File: src/hw/pcc_cfg.svh
`ifndef PCC_CFG_SVH
`define PCC_CFG_SVH

// ---------------------------------------------------------------
// apb register map
// ---------------------------------------------------------------
`define PCC_CTRL_OFS        12'h000
`define PCC_STATUS_OFS      12'h004
`define PCC_CTRL_PSRC_BIT   0
`define PCC_ST_LOCK_BIT     0
`define PCC_ST_PSRC_BIT     1
`define PCC_ST_PD_BIT       2
`define PCC_ST_RST_BIT      3
`define PCC_ST_FB_LSB       8
`define PCC_CTRL_RST        1'b0

// ---------------------------------------------------------------
// loop setting array on the configuration bus
// ---------------------------------------------------------------
`define PCC_NUM_OUT         4
`define PCC_NUM_SET         32
`define PCC_DIV_BASE        5'h00
`define PCC_PH_BASE         5'h04
`define PCC_FB_ADDR         5'h08
`define PCC_SET_RST         8'h00
`define PCC_DIV_RST         8'h02
`define PCC_FB_RST          8'h04
`define PCC_DIV_MIN         8'h02

// ---------------------------------------------------------------
// timing
// ---------------------------------------------------------------
`define PCC_CLK_PERIOD_NS   10
`define PCC_LOCK_TIME_NS    1000
`define PCC_LOCK_CYCLES     ((`PCC_LOCK_TIME_NS + `PCC_CLK_PERIOD_NS - 1) / `PCC_CLK_PERIOD_NS)
`define PCC_LOCK_CNT_W      12

// ---------------------------------------------------------------
// synchronised pin vector layout
// ---------------------------------------------------------------
`define PCC_SYNC_W          58
`define PCC_SI_LRST         0
`define PCC_SI_FRST         1
`define PCC_SI_BRST         2
`define PCC_SI_CRST         3
`define PCC_SI_PD           4
`define PCC_SI_EN           5
`define PCC_SI_CCLK         9
`define PCC_SI_CBRST        10
`define PCC_SI_STB          11
`define PCC_SI_WE           12
`define PCC_SI_ADDR         13
`define PCC_SI_WDATA        18
`define PCC_SI_DYN          26

`endif

File: src/hw/pcc_placeholder_none.sv
`timescale 1ns/1ps

File: src/hw/pcc_pkg.sv
`include "pcc_cfg.svh"

package pcc_pkg;

	typedef enum logic [2:0] {
		PCC_BUS_IDLE = 3'b001,
		PCC_BUS_ACK  = 3'b010,
		PCC_BUS_DONE = 3'b100
	} pcc_bus_st_t;

	typedef struct packed {
		logic [`PCC_SYNC_W-1:0] ff1;
		logic [`PCC_SYNC_W-1:0] ff2;
		logic [`PCC_SYNC_W-1:0] ff3;
		logic [`PCC_SYNC_W-1:0] val;
	} pcc_sync_t;

	typedef struct packed {
		pcc_bus_st_t                       bus_st;
		logic [`PCC_NUM_SET-1:0][7:0]      settings;
		logic                              ctrl_psrc;
		logic                              cclk_q;
		logic                              ack;
		logic [7:0]                        cfg_rdata;
		logic [31:0]                       prdata;
		logic                              lock;
		logic [`PCC_LOCK_CNT_W-1:0]        lock_cnt;
		logic [7:0]                        fb_cnt;
		logic [`PCC_NUM_OUT-1:0][7:0]      div_cnt;
		logic [`PCC_NUM_OUT-1:0]           out_clk;
	} pcc_state_t;

endpackage

File: src/hw/pcc_sync.sv
`timescale 1ns/1ps
`include "pcc_cfg.svh"

module pcc_sync (
	input  wire logic                    pclk,     // system clock
	input  wire logic                    presetn,  // async reset, active low
	input  wire logic [`PCC_SYNC_W-1:0]  din,      // raw pin levels
	output logic      [`PCC_SYNC_W-1:0]  dout      // filtered levels
);
	import pcc_pkg::*;

	pcc_sync_t st_ff;
	pcc_sync_t nxt_st;
	logic [`PCC_SYNC_W-1:0] agree;

	// ---------------------------------------------------------------
	// three stages, update once stages two and three agree
	// ---------------------------------------------------------------
	always_comb begin
		agree      = ~(st_ff.ff2 ^ st_ff.ff3);
		nxt_st     = st_ff;
		nxt_st.ff1 = din;
		nxt_st.ff2 = st_ff.ff1;
		nxt_st.ff3 = st_ff.ff2;
		nxt_st.val = (st_ff.ff3 & agree) | (st_ff.val & ~agree);
	end

	always_ff @(posedge pclk or negedge presetn) begin
		if (!presetn) begin
			st_ff <= '0;
		end else begin
			st_ff <= nxt_st;
		end
	end

	assign dout = st_ff.val;

endmodule

File: src/hw/pcc_top.sv
// Our own choices: the APB interface to the registers and the address map.
`timescale 1ns/1ps
`include "pcc_cfg.svh"

// Contract
// One primary and three secondary output clocks are made, each with its own phase shift.
// The lock output is high while the loop is locked and is asynchronous to consumers.
// The phase source output shows whether phase comes from the input ports or the bus.
// The standby input powers the loop down.
// The basic loop reset resets the loop but leaves the feedback divider untouched.
// The full loop reset resets the loop and the feedback divider.
// The second secondary divider reset clears only that output's divider.
// The third secondary divider reset clears only that output's divider.
// Each output clock has its own enable and stays low while disabled.
// The configuration bus runs on its own bus clock, apart from the loop.
// The bus reset idles only the bus interface and keeps all stored settings.
// The master gives a five-bit address with the strobe to pick a setting.
// Write data comes in on an eight-bit bus and read data leaves on another.
// The master starts a transfer with the strobe, write enable high to write.
// The device answers each strobed transfer with acknowledge, read data valid with it.
// The master holds its request stable until acknowledge, then drops the strobe.
// After any loop reset or standby, lock stays low until the loop locks again.
module pcc_top (
	input  wire logic        pclk,                 // system clock, 100 MHz
	input  wire logic        presetn,              // async reset, active low
	input  wire logic [11:0] paddr,                // apb address
	input  wire logic        psel,                 // apb select
	input  wire logic        penable,              // apb enable
	input  wire logic        pwrite,               // apb direction
	input  wire logic [31:0] pwdata,               // apb write data
	output logic      [31:0] prdata,               // apb read data
	output logic             pready,               // apb ready
	output logic             pslverr,              // apb error
	input  wire logic        loop_reset,           // basic loop reset, high
	input  wire logic        full_loop_reset,      // loop and feedback reset, high
	input  wire logic        out_b_div_reset,      // output b divider reset, high
	input  wire logic        out_c_div_reset,      // output c divider reset, high
	input  wire logic        power_down_req,       // standby, high
	input  wire logic        primary_out_en,       // primary output enable
	input  wire logic        secondary_a_out_en,   // output a enable
	input  wire logic        secondary_b_out_en,   // output b enable
	input  wire logic        secondary_c_out_en,   // output c enable
	input  wire logic [31:0] dyn_phase_port,       // port phase, one byte per output
	input  wire logic        cfg_bus_clk,          // configuration bus clock
	input  wire logic        cfg_bus_reset,        // configuration bus reset, high
	input  wire logic        cfg_bus_strobe,       // transfer strobe
	input  wire logic        cfg_bus_write_en,     // high write, low read
	input  wire logic [4:0]  cfg_bus_addr,         // setting address
	input  wire logic [7:0]  cfg_bus_wdata,        // write data
	output logic      [7:0]  cfg_bus_rdata,        // read data
	output logic             cfg_bus_ack,          // transfer acknowledge
	output logic             primary_out_clk,      // primary output clock
	output logic             secondary_out_clk_a,  // secondary output a
	output logic             secondary_out_clk_b,  // secondary output b
	output logic             secondary_out_clk_c,  // secondary output c
	output logic             lock,                 // loop locked
	output logic             phase_source_sel_ind  // high: phase from bus
);
	import pcc_pkg::*;

	pcc_state_t st_ff;
	pcc_state_t nxt_st;

	// ---------------------------------------------------------------
	// pin synchronisation
	// ---------------------------------------------------------------
	logic [`PCC_SYNC_W-1:0] sync_in;
	logic [`PCC_SYNC_W-1:0] sync_out;

	assign sync_in = {dyn_phase_port, cfg_bus_wdata, cfg_bus_addr, cfg_bus_write_en,
	                  cfg_bus_strobe, cfg_bus_reset, cfg_bus_clk, secondary_c_out_en,
	                  secondary_b_out_en, secondary_a_out_en, primary_out_en,
	                  power_down_req, out_c_div_reset, out_b_div_reset,
	                  full_loop_reset, loop_reset};

	pcc_sync u_sync (
		.pclk    (pclk),
		.presetn (presetn),
		.din     (sync_in),
		.dout    (sync_out)
	);

	logic                    s_lrst;
	logic                    s_frst;
	logic                    s_pd;
	logic [`PCC_NUM_OUT-1:0] s_en;
	logic [`PCC_NUM_OUT-1:0] s_drst;
	logic                    s_cclk;
	logic                    s_cbrst;
	logic                    s_stb;
	logic                    s_we;
	logic [4:0]              s_addr;
	logic [7:0]              s_wdata;
	logic [31:0]             s_dyn;

	assign s_lrst  = sync_out[`PCC_SI_LRST];
	assign s_frst  = sync_out[`PCC_SI_FRST];
	assign s_pd    = sync_out[`PCC_SI_PD];
	assign s_en    = sync_out[`PCC_SI_EN +: `PCC_NUM_OUT];
	assign s_drst  = {sync_out[`PCC_SI_CRST], sync_out[`PCC_SI_BRST], 2'b00};
	assign s_cclk  = sync_out[`PCC_SI_CCLK];
	assign s_cbrst = sync_out[`PCC_SI_CBRST];
	assign s_stb   = sync_out[`PCC_SI_STB];
	assign s_we    = sync_out[`PCC_SI_WE];
	assign s_addr  = sync_out[`PCC_SI_ADDR +: 5];
	assign s_wdata = sync_out[`PCC_SI_WDATA +: 8];
	assign s_dyn   = sync_out[`PCC_SI_DYN +: 32];

	// ---------------------------------------------------------------
	// loop run condition
	// ---------------------------------------------------------------
	logic running;
	logic cfg_rise;

	assign running  = ~s_pd & ~s_lrst & ~s_frst;
	assign cfg_rise = s_cclk & ~st_ff.cclk_q;

	// ---------------------------------------------------------------
	// per-output divider with phase offset
	// ---------------------------------------------------------------
	logic [`PCC_NUM_OUT-1:0][7:0] div_nxt;
	logic [`PCC_NUM_OUT-1:0]      div_hi;
	logic [`PCC_NUM_OUT-1:0]      div_clr;

	for (genvar g = 0; g < `PCC_NUM_OUT; g++) begin : g_div
		logic [7:0] raw_n;
		logic [7:0] n;
		logic [7:0] ph;
		logic [8:0] sum;
		logic [8:0] pos;

		assign raw_n = st_ff.settings[`PCC_DIV_BASE + g];
		assign n     = (raw_n < `PCC_DIV_MIN) ? `PCC_DIV_MIN : raw_n;
		// phase taken from the bus setting or the port byte
		assign ph    = st_ff.ctrl_psrc ? st_ff.settings[`PCC_PH_BASE + g]
		                               : s_dyn[g*8 +: 8];
		assign sum   = {1'b0, st_ff.div_cnt[g]} + {1'b0, ph};
		assign pos   = (sum >= {1'b0, n}) ? (sum - {1'b0, n}) : sum;
		assign div_hi[g]  = pos < {2'b00, n[7:1]};
		assign div_nxt[g] = (st_ff.div_cnt[g] >= (n - 8'h01)) ? 8'h00
		                                                      : (st_ff.div_cnt[g] + 8'h01);
		assign div_clr[g] = ~running | s_drst[g];
	end

	// ---------------------------------------------------------------
	// next state
	// ---------------------------------------------------------------
	logic        apb_acc;
	logic        apb_setup;
	logic        addr_ok;
	logic [31:0] status_word;
	logic [7:0]  fb_n;

	assign apb_acc   = psel & penable;
	assign apb_setup = psel & ~penable;
	assign addr_ok   = (paddr == `PCC_CTRL_OFS) | (paddr == `PCC_STATUS_OFS);
	assign fb_n      = (st_ff.settings[`PCC_FB_ADDR] < `PCC_DIV_MIN) ? `PCC_DIV_MIN
	                                                                : st_ff.settings[`PCC_FB_ADDR];

	always_comb begin
		status_word = 32'h0000_0000;
		status_word[`PCC_ST_LOCK_BIT] = st_ff.lock;
		status_word[`PCC_ST_PSRC_BIT] = st_ff.ctrl_psrc;
		status_word[`PCC_ST_PD_BIT]   = s_pd;
		status_word[`PCC_ST_RST_BIT]  = s_lrst | s_frst;
		status_word[`PCC_ST_FB_LSB +: 8] = st_ff.fb_cnt;
	end

	always_comb begin
		nxt_st        = st_ff;
		nxt_st.cclk_q = s_cclk;

		// apb read data captured in the setup cycle
		if (apb_setup) begin
			if (paddr == `PCC_CTRL_OFS) begin
				nxt_st.prdata = {31'h0000_0000, st_ff.ctrl_psrc};
			end else if (paddr == `PCC_STATUS_OFS) begin
				nxt_st.prdata = status_word;
			end else begin
				nxt_st.prdata = 32'h0000_0000;
			end
		end
		if (apb_acc && pwrite && (paddr == `PCC_CTRL_OFS)) begin
			nxt_st.ctrl_psrc = pwdata[`PCC_CTRL_PSRC_BIT];
		end

		// feedback divider: only the full reset clears it
		if (s_frst) begin
			nxt_st.fb_cnt = 8'h00;
		end else if (running) begin
			nxt_st.fb_cnt = (st_ff.fb_cnt >= (fb_n - 8'h01)) ? 8'h00
			                                                  : (st_ff.fb_cnt + 8'h01);
		end else begin
			nxt_st.fb_cnt = st_ff.fb_cnt;
		end

		// lock acquisition
		if (!running) begin
			nxt_st.lock     = 1'b0;
			nxt_st.lock_cnt = '0;
		end else if (!st_ff.lock) begin
			nxt_st.lock_cnt = st_ff.lock_cnt + `PCC_LOCK_CNT_W'(1);
			if (st_ff.lock_cnt == `PCC_LOCK_CNT_W'(`PCC_LOCK_CYCLES - 1)) begin
				nxt_st.lock = 1'b1;
			end
		end

		// output dividers and gates
		for (int i = 0; i < `PCC_NUM_OUT; i++) begin
			if (div_clr[i]) begin
				nxt_st.div_cnt[i] = 8'h00;
				nxt_st.out_clk[i] = 1'b0;
			end else begin
				nxt_st.div_cnt[i] = div_nxt[i];
				nxt_st.out_clk[i] = s_en[i] & div_hi[i];
			end
		end

		// configuration bus, stepped on its own clock edges
		if (s_cbrst) begin
			nxt_st.bus_st = PCC_BUS_IDLE;
			nxt_st.ack    = 1'b0;
		end else if (cfg_rise) begin
			unique case (st_ff.bus_st)
				PCC_BUS_IDLE: begin
					if (s_stb) begin
						if (s_we) begin
							nxt_st.settings[s_addr] = s_wdata;
						end else begin
							nxt_st.cfg_rdata = st_ff.settings[s_addr];
						end
						nxt_st.ack    = 1'b1;
						nxt_st.bus_st = PCC_BUS_ACK;
					end
				end
				PCC_BUS_ACK: begin
					nxt_st.ack    = 1'b0;
					nxt_st.bus_st = PCC_BUS_DONE;
				end
				PCC_BUS_DONE: begin
					if (!s_stb) begin
						nxt_st.bus_st = PCC_BUS_IDLE;
					end
				end
				default: begin
					nxt_st.bus_st = PCC_BUS_IDLE;
					nxt_st.ack    = 1'b0;
				end
			endcase
		end
	end

	// ---------------------------------------------------------------
	// state register
	// ---------------------------------------------------------------
	always_ff @(posedge pclk or negedge presetn) begin
		if (!presetn) begin
			st_ff           <= '0;
			st_ff.bus_st    <= PCC_BUS_IDLE;
			st_ff.ctrl_psrc <= `PCC_CTRL_RST;
			for (int k = 0; k < `PCC_NUM_SET; k++) begin
				st_ff.settings[k] <= `PCC_SET_RST;
			end
			for (int k = 0; k < `PCC_NUM_OUT; k++) begin
				st_ff.settings[`PCC_DIV_BASE + k] <= `PCC_DIV_RST;
			end
			st_ff.settings[`PCC_FB_ADDR] <= `PCC_FB_RST;
		end else begin
			st_ff <= nxt_st;
		end
	end

	// ---------------------------------------------------------------
	// outputs
	// ---------------------------------------------------------------
	assign prdata               = st_ff.prdata;
	assign pready               = 1'b1;
	assign pslverr              = apb_acc & ~addr_ok;
	assign cfg_bus_rdata        = st_ff.cfg_rdata;
	assign cfg_bus_ack          = st_ff.ack;
	assign primary_out_clk      = st_ff.out_clk[0];
	assign secondary_out_clk_a  = st_ff.out_clk[1];
	assign secondary_out_clk_b  = st_ff.out_clk[2];
	assign secondary_out_clk_c  = st_ff.out_clk[3];
	assign lock                 = st_ff.lock;
	assign phase_source_sel_ind = st_ff.ctrl_psrc;
endmodule

File: config.mk
export PLATFORM = sky130hd
export DESIGN_NAME = pcc_top
export DESIGN_NICKNAME = d
export VERILOG_FILES = /design/src/hw/pcc_placeholder_none.sv /design/src/hw/pcc_pkg.sv /design/src/hw/pcc_sync.sv /design/src/hw/pcc_top.sv
export VERILOG_INCLUDE_DIRS = /design/src /design/src/hw
export SDC_FILE = /design/constraint.sdc
export NUM_CORES = 1
export LEC_CHECK = 0
export BUFFER_PORTS_ARGS = -buffer_cell sky130_fd_sc_hd__clkbuf_2
export CAP_MARGIN = 20
export CORE_ASPECT_RATIO = 0.7
export CORE_MARGIN = 2
export CORE_UTILIZATION = 65
export CTS_CLUSTER_SIZE = 24
export DETAILED_ROUTE_END_ITERATION = 7
export PLACE_DENSITY = 0.84
export SLEW_MARGIN = 20
export SYNTH_ARGS = -nofsm -noshare
export SYNTH_HDL_FRONTEND = slang
export SYNTH_HIERARCHICAL = 1
export SYNTH_SLANG_ARGS = --single-unit
File: constraint.sdc
create_clock -name pclk -period 8.1 [get_ports pclk]
set_input_delay 0.81 -clock pclk [delete_from_list [all_inputs] [get_ports pclk]]
set_output_delay 0.81 -clock pclk [all_outputs]
set_load 0.01 [all_outputs]
Yosys cells after proc, flatten, opt, wreduce, memory -nomap -nowiden
Index checks and enable logic that the tools add are counted.

Bits in registers: 591. Input bits: 107. Word-level logic and storage cells: 188.

$add $sub $neg: 19. $lt $le $gt $ge: 20. Equal/unequal tests: 9. Muxes and demuxes: 51. Bitwise gates (word level): 29. Reduce and logical (&&, ||, !) cells: 10.

Operators by type and width (count): 259-bit two-way mux (2); 256-bit two-way mux (2); 256-bit bitwise mux (1); 8-bit two-way mux (24); 58-bit AND (2); 58-bit inverter (2); 58-bit bitwise OR (1); 58-bit XOR (1); 9-bit two-way mux (6); 8-bit by 1-bit adder with 8-bit output (second input constant) (5); 8-bit binary-select mux with 5-bit select (1); 8-bit demux with 5-bit select (1); 8-bit greater-or-equal comparator (5); 8-bit by 2-bit less-than comparator with 1-bit output (second input constant) (5); 8-bit by 1-bit subtractor with 8-bit output (second input constant) (5); 8-bit by 8-bit adder with 9-bit output (4); 9-bit by 8-bit greater-or-equal comparator with 1-bit output (4); 9-bit by 7-bit less-than comparator with 1-bit output (4); 9-bit by 8-bit subtractor with 9-bit output (4); 32-bit two-way mux (1); 13-bit two-way mux (2); 16-bit two-way mux (1); 12-bit by 1-bit adder with 12-bit output (second input constant) (1); 12-bit by 3-bit == test with 1-bit output (second input constant) (1); other kinds (22) (53).

Logic depth before layout (Yosys ltp)
Gate-level depths: netlist of the first run.

Depth in word-level cells: 10. Gate-level depth with buffers: 27.

Modules after synthesis
Netlist of the first run, hierarchy kept.

Modules (own cells, without submodules): pcc_top (instances 1, cells each 1821, area each 20875.0 um2); pcc_sync (instances 1, cells each 348, area each 6894.1 um2).

Least setup slack after synthesis of the first run
OpenSTA, ideal clock, no wires.

Path kind: flip-flop to flip-flop. From: reg st_ff, in the netlist phase_source_sel_ind. To: reg st_ff, in the netlist secondary_out_clk_b. Setup time: 0.066 ns. Arrival: 5.274 ns. Path slack: 2.759 ns. Stages on the path, launching flop included: 25. Period minus slack after synthesis: 5.341 ns. Cell sequence: dfrtp_1 > clkbuf_1 > clkbuf_1 > mux2_2 > ha_1 > inv_1 > fa_1 > nor2b_1 > o31a_1 > o21a_1 > nor2_1 > xnor2_1 > ha_1 > or4_1 > o22ai_1 > o211a_1 > clkbuf_1 > mux2_2 > ha_1 > a211oi_1 > o21ai_0 > o211ai_1 > o2111ai_1 > a2111oi_0 > a31o_1.

RTL lines: start: declaration (line pcc_top.sv:61) `pcc_state_t st_ff;`; start signal: assignment (line pcc_top.sv:269) `st_ff <= nxt_st;`.

==> flow_summary.yaml, run 1 <==
floorplanning:
  core_um2: 42250
  num_rows: 63
  die-area_um2: 44420
  dieHeight_um: 176.9
  boundaryPins: 156
  start_util_pct: 65.72
  die_w_um: 251.0
clock_tree:
  cts.sinks: 571
  postCtsSetupRepairBufs: 0
  cts_tree: "done"
  root_buffer: "clkbuf_16"
  clk_latency_ns: 0.60
  clk_path_buf_depth: 3
  cts_hold_buf: 0
  h-tree-depth: 2
  cts_made_buffers: 52
  clk_pin_slew_ns: 0.06
  ctsResizeCount: 0
setup_path:
  cp.required_ns: 8.63
  worst-path-max-fanout: 20
  worst-setup-path-type: "reg -> reg"
  worstSetupEndpointType: "flip-flop"
  critPathLaunchType: "flip-flop"
  rrSetupSlack_ns: 1.74
  cp_data_arrival_time_ns: 6.89
layout:
  postLayoutCoreUtil_pct: 70.70
  synthToLayoutAreaGrowth_pct: 7.574
  insertedDiodeCount: 0
  nets: 2452
  filler_cell_count: 2800
  drive_gt1_share_pct: 21.61
power_and_ir_drop:
  p_leak_nw: 14.07
  max-vdd-ir-drop_mv: 0.1731
  powerDensity_nw_per_um2: 218.6
outcome:
  status: "finished, final reports clean"
logic_synthesis:
  yosysSeqAreaShare_pct: 51.48
  ys.flop_type: "dfrtp_1"
  synth_cells: 2169
  synth.area.top_cells: "dfrtp_1 51%, mux2_1 7.1%, ha_1 6.3%"
  ys_async_sr_fraction_pct: 100.0
  synthXorXnorAreaFrac_pct: 3.091
  syn_avg_cell_area_um2: 12.80
  yosys_warnings: 6
  synthDistinctLibCells: 79
  synth_compound_area_share_pct: 6.822
  yosys_register_bits: 571
  synth_top_family_by_area: "multiplexers"
  netlist_top_cells_count: "565 x dfrtp_1, 174 x mux2_1, 139 x ha_1"
  yosys.area_share.simple_pct: 7.470
  synth_top_area_share_pct: 50.91
  synth_top_area_cell: "dfrtp_1"
  synth_mux_area_share_pct: 17.15
  synth_fa_ha_area_share_pct: 9.192
  synth_edf_count: 0
  synth_area_um2: 27770
  yosysMostFrequentCell: "dfrtp_1"
routing:
  wl_per_cell_um: 21.99
  vias: 17540
  vias_per_cell: 6.292
  drt_iter0_drc: 1603
  ant_nets: 0
  drc: 0
  wl_mm: 61.28
  dr.pass1.iters: 5
sta:
  slew_violations: 0
  tns_ns: 0
  clock_skew_ns: 0.02416
  setup_viol: 0
  tightestPinTransition_ns: 0.9511
  rsz0062_at_grt: "no"
  slew_headroom_pct: 36.60
  fmax_ghz: 0.1572
  hold_viol: 0
  setup_ws_ns: 1.737
  post-route-period-util_pct: 78.55
  min_period_ns: 6.363
placement:
  dp_hpwl_mm: 42.77
  place.gp.congestion: 0.9519
  portBuffers: 103
  place_ws_ns: 1.960
global_route:
  grt_use_total_pct: 28.54
  overflow: 0
  grtUsageMet3_pct: 6.162
  grtUsageMet1_pct: 43.05
  use_met2_pct: 42.09
  antenna_found_initial: 0
  grt_pass1_wl_mm: 98.55
  grt_pass1_vias: 17750
  grt.busiest_layer: "met1"
  grt_max_degree: 166
job:
  max_cap_viol_count: 0
hold_path:
  min_path_type: "in -> async"
## placed cells by master (no fill, tap or decap), drive strengths merged, types with 5 or more instances in the layout
cell type and instances:
maj3 58, or4 10, o21ai 68, nand2 66, or3 11, a21o 26, nor3 28, clkinv 9
nand2b 25, buf 17, a221oi 15, nor2b 22, dfrtp 565, nor4 8, dfstp 6, a211oi 8
conb 21, xnor2 62, a22o 25, a31oi 9, nor2 143, nand3 42, a2111oi 6, mux2i 9
mux4 64, fa 8, inv 86, nand4 12, clkbuf 179, or2 5, a21oi 53, xor2 36
ha 139, mux2 287, and3 16, o21a 23
## where the power goes
part / switching, mW / internal (mW)
Combinational: 0.546 / 0.436
Clock: 1.04 / 1.33
Sequential: 0.165 / 3.01
Total: 1.75 / 4.78
## logic make-up (layout without fill, tap and decap cells)
group	Yosys count	after routing
xor+xnor	98	98
fa+ha+maj	205	205
compound gates	278	278
other cells	2	21
buf+inv	248	295
flops	571	571
simple gates	407	407
mux	360	360
## critical path, stage by stage (launching register included)
cell and delay (ns):
dfrtp_1 0.96, buf_4 0.43, mux2i_1 0.35, inv_1 0.08, ha_1 0.27, a21oi_1 0.19
o21ai_0 0.16, o21ai_0 0.25, nor2b_1 0.22, xnor2_1 0.11, ha_1 0.24, or4_1 0.54
o22ai_1 0.26, o211a_1 0.40, mux2_2 0.39, ha_1 0.18, a211oi_1 0.21, o21ai_0 0.13
o211ai_1 0.12, o2111ai_1 0.15, a2111oi_0 0.48, a31o_1 0.16
## final cells by class
| cell class | count | area, µm² | area share [%] |
|---|---|---|---|
| clock buffer | 77 | 1525 | 5.106 |
| clock inverter | 14 | 128.9 | 0.4314 |
| inverter | 85 | 319.1 | 1.068 |
| multi-input combinational | 1369 | 12230 | 40.95 |
| sequential | 571 | 14310 | 47.89 |
| tap | 552 | 690.7 | 2.312 |
| timing repair buffer | 119 | 670.6 | 2.245 |
## path summary, 6_finish.rpt
check	start	endpoint	cells after the start
max	phase_source_sel_ind	secondary_out_clk_b	21
min	presetn	lock	1
max reg2reg	phase_source_sel_ind	secondary_out_clk_b	21
min reg2reg	u_sync/nxt_st[149]	u_sync/nxt_st[91]	0
max in group asynchronous	presetn	secondary_out_clk_b	3
min in group pclk	dyn_phase_port[22]	u_sync/nxt_st[164]	1
## metal layers
metal	vias up	part of all wire (%)	wire length, µm
met5	-	0	0
met2	669	44	27150
met3	106	7.9	4851
li1	7755	-	-
met4	0	2.5	1505
met1	9007	45	27780
## stage by stage
step | hold slack (ns) | instances | power, mW | area [µm²]
after global placement | 0.3320 | 2696 | 4.129 | 28210
after detailed placement | 0.3347 | 2696 | 4.182 | 28210
after global routing | 0.2825 | 2787 | 6.835 | 29870
after CTS | 0.2476 | 2787 | 6.568 | 29860
after floorplan | 0.3312 | 2188 | 3.918 | 27840
final | 0.2229 | 2787 | 6.531 | 29870
(Power assumes the default switching activity.)
==> inputs of run 2 (changes only) <==
CORE_UTILIZATION = 62   (was 65)
PLACE_DENSITY = 0.81   (was 0.84)
clock period = 6.2 ns   (was 8.1 ns; I/O delays follow)
==> flow_summary.yaml, run 2 (synthesis results as in run 1) <==
global_route:
  grt_use_total_pct: 26.88
  grt_pass1_wl_mm: 98.35
  antenna_found_initial: 0
  grt_max_degree: 160
  grt_pass1_vias: 17500
  overflow: 0
routing:
  drc: 0
  vias: 17450
  vias_per_cell: 6.162
  detailroute.wirelength.met2_mm: 26.55
  wl_met1_mm: 28.19
  drt_iter0_drc: 1748
  wl_per_cell_um: 21.58
  dr.pass1.iters: 5
  wl_mm: 61.10
  ant_nets: 0
  top_layer: "met4"
  wl_met3_mm: 4.715
setup_path:
  cp_data_arrival_time_ns: 6.32
  critPathBufInv: 2
  cpPeakStageDelay_ns: 0.57
  cp_common_cell: "ha_1"
  critPathLaunchType: "flip-flop"
  critPathTopFamily: "compound AO/OA/AOI/OAI gates"
  cp.required_ns: 6.68
  crit_chain: "buf_4, mux2_2, ha_1, inv_1, fa_1, nor2b_4, o31a_1, o21a_1, nor2_1, xnor2_1, ha_1, or4_1, o22ai_1, o211a_1, mux2_1, ha_1, a21o_1, a21oi_1, nor2b_1, o21ai_0, o21ai_0, a2111oi_2"
  cpMaxStageDelayCell: "dfrtp_1"
  worst-setup-path-type: "reg -> reg"
  worst-path-max-fanout: 17
  worstSetupEndpointType: "flip-flop"
clock_tree:
  cts.sinks: 571
  clk_latency_ns: 0.59
  h-tree-depth: 2
  clk_path_buf_depth: 3
  postCtsSetupRepairBufs: 0
  ctsResizeCount: 0
  root_buffer: "clkbuf_16"
  cts_made_buffers: 51
  cts_tree: "done"
  clk_pin_slew_ns: 0.06
  cts_hold_buf: 0
sta:
  fmax_ghz: 0.1712
  slew_headroom_pct: 39.89
  min_period_ns: 5.842
  hold_viol: 0
  tightestPinTransition_ns: 0.8983
  clock_skew_ns: 0.01993
  post-route-period-util_pct: 94.23
  rsz0062_at_grt: "no"
  slew_violations: 0
  setup_viol: 0
  tns_ns: 0
floorplanning:
  core_um2: 43960
  boundaryPins: 156
  num_rows: 64
  die-area_um2: 46520
  start_util_pct: 63.17
  dieHeight_um: 181.1
  die_w_um: 257.0
power_and_ir_drop:
  power_mw: 8.653
  seqPwrFrac_pct: 47.9
  p_sw_share_pct: 26.64
  p_leak_nw: 14.11
  power.switching_mw: 2.305
  p_clk_share_pct: 37.3
  powerDensity_nw_per_um2: 288.5
  max-vdd-ir-drop_mv: 0.2326
  pwr-share-comb_pct: 14.8
  p_int_mw: 6.348
outcome:
  status: "finished, final reports clean"
layout:
  insertedDiodeCount: 0
  layout_common_cells: "561 x dfrtp_1, 174 x mux2_1, 139 x ha_1"
  stdcell_area_um2: 29990
  synthToLayoutAreaGrowth_pct: 8.002
  postLayoutCoreUtil_pct: 68.22
  drive_gt1_share_pct: 21.63
  nets: 2454
  final_common_cell: "dfrtp_1"
job:
  max_cap_viol_count: 0
placement:
  place.gp.congestion: 0.8939
  portBuffers: 103
  dp_hpwl_mm: 42.98
  placedInstanceArea_um2: 28280
hold_path:
  min_path_type: "in -> async"
## run 2: cell types whose count changed in the layout (fill, tap and decap cells not counted), sizes merged
cell,before,now
buf,17,20
bufinv,1,5
clkbuf,179,175
clkinv,9,8
inv,86,87
## run 2: final timing paths
check | start | endpoint | slack [ns] | depth (start not counted)
max in group asynchronous | presetn | async pin | 4.68 | 2
min | presetn | async pin | 0.06 | 1
max reg2reg | phase_source_sel_ind | secondary_out_clk_c | 0.36 | 22
max | phase_source_sel_ind | secondary_out_clk_c | 0.36 | 22
min in group pclk | loop_reset | u_sync/nxt_st[116] | 0.13 | 1
min reg2reg | u_sync/nxt_st[132] | u_sync/nxt_st[74] | 0.34 | 0
## run 2: layer usage
| layer | vias to the layer above | GRT usage [%] |
|---|---|---|
| li1 | 7769 | - |
| met3 | 124 | 4.854 |
| met1 | 8890 | 41.95 |
| met5 | - | 0 |
| met2 | 669 | 38.72 |
| met4 | 0 | 7.837 |
## run 2: through the flow
step / std cells / hold slack, ns / worst slack [ns]
2_1_floorplan: 2188 / 0.3244 / 0.8594
3_3_place_gp: 2740 / 0.3323 / 0.7258
3_5_place_dp: 2741 / 0.3355 / 0.5662
4_1_cts: 2832 / 0.09699 / 0.5220
5_1_grt: 2832 / 0.1152 / 0.006714
6_report: 2832 / 0.05609 / 0.3580
## run 2: power groups by stage
stage	logic, mW	clock network (mW)	registers, mW
global placement	1.20	0	4.19
detailed placement	1.26	0	4.21
CTS	1.28	3.29	4.14
floorplan	1.04	0	4.08
global route	1.43	3.45	4.16
finish	1.28	3.23	4.14
## run 2: cell type report
class / count / area (µm²)
clock inverters: 18 / 245.2
repair buffers: 122 / 693.2
flip-flops and latches: 571 / 14300
clock buffers: 73 / 1460
fillers: 3054 / 13970
inverters: 85 / 319.1
multi-input cells: 1369 / 12230
well taps: 594 / 743.2
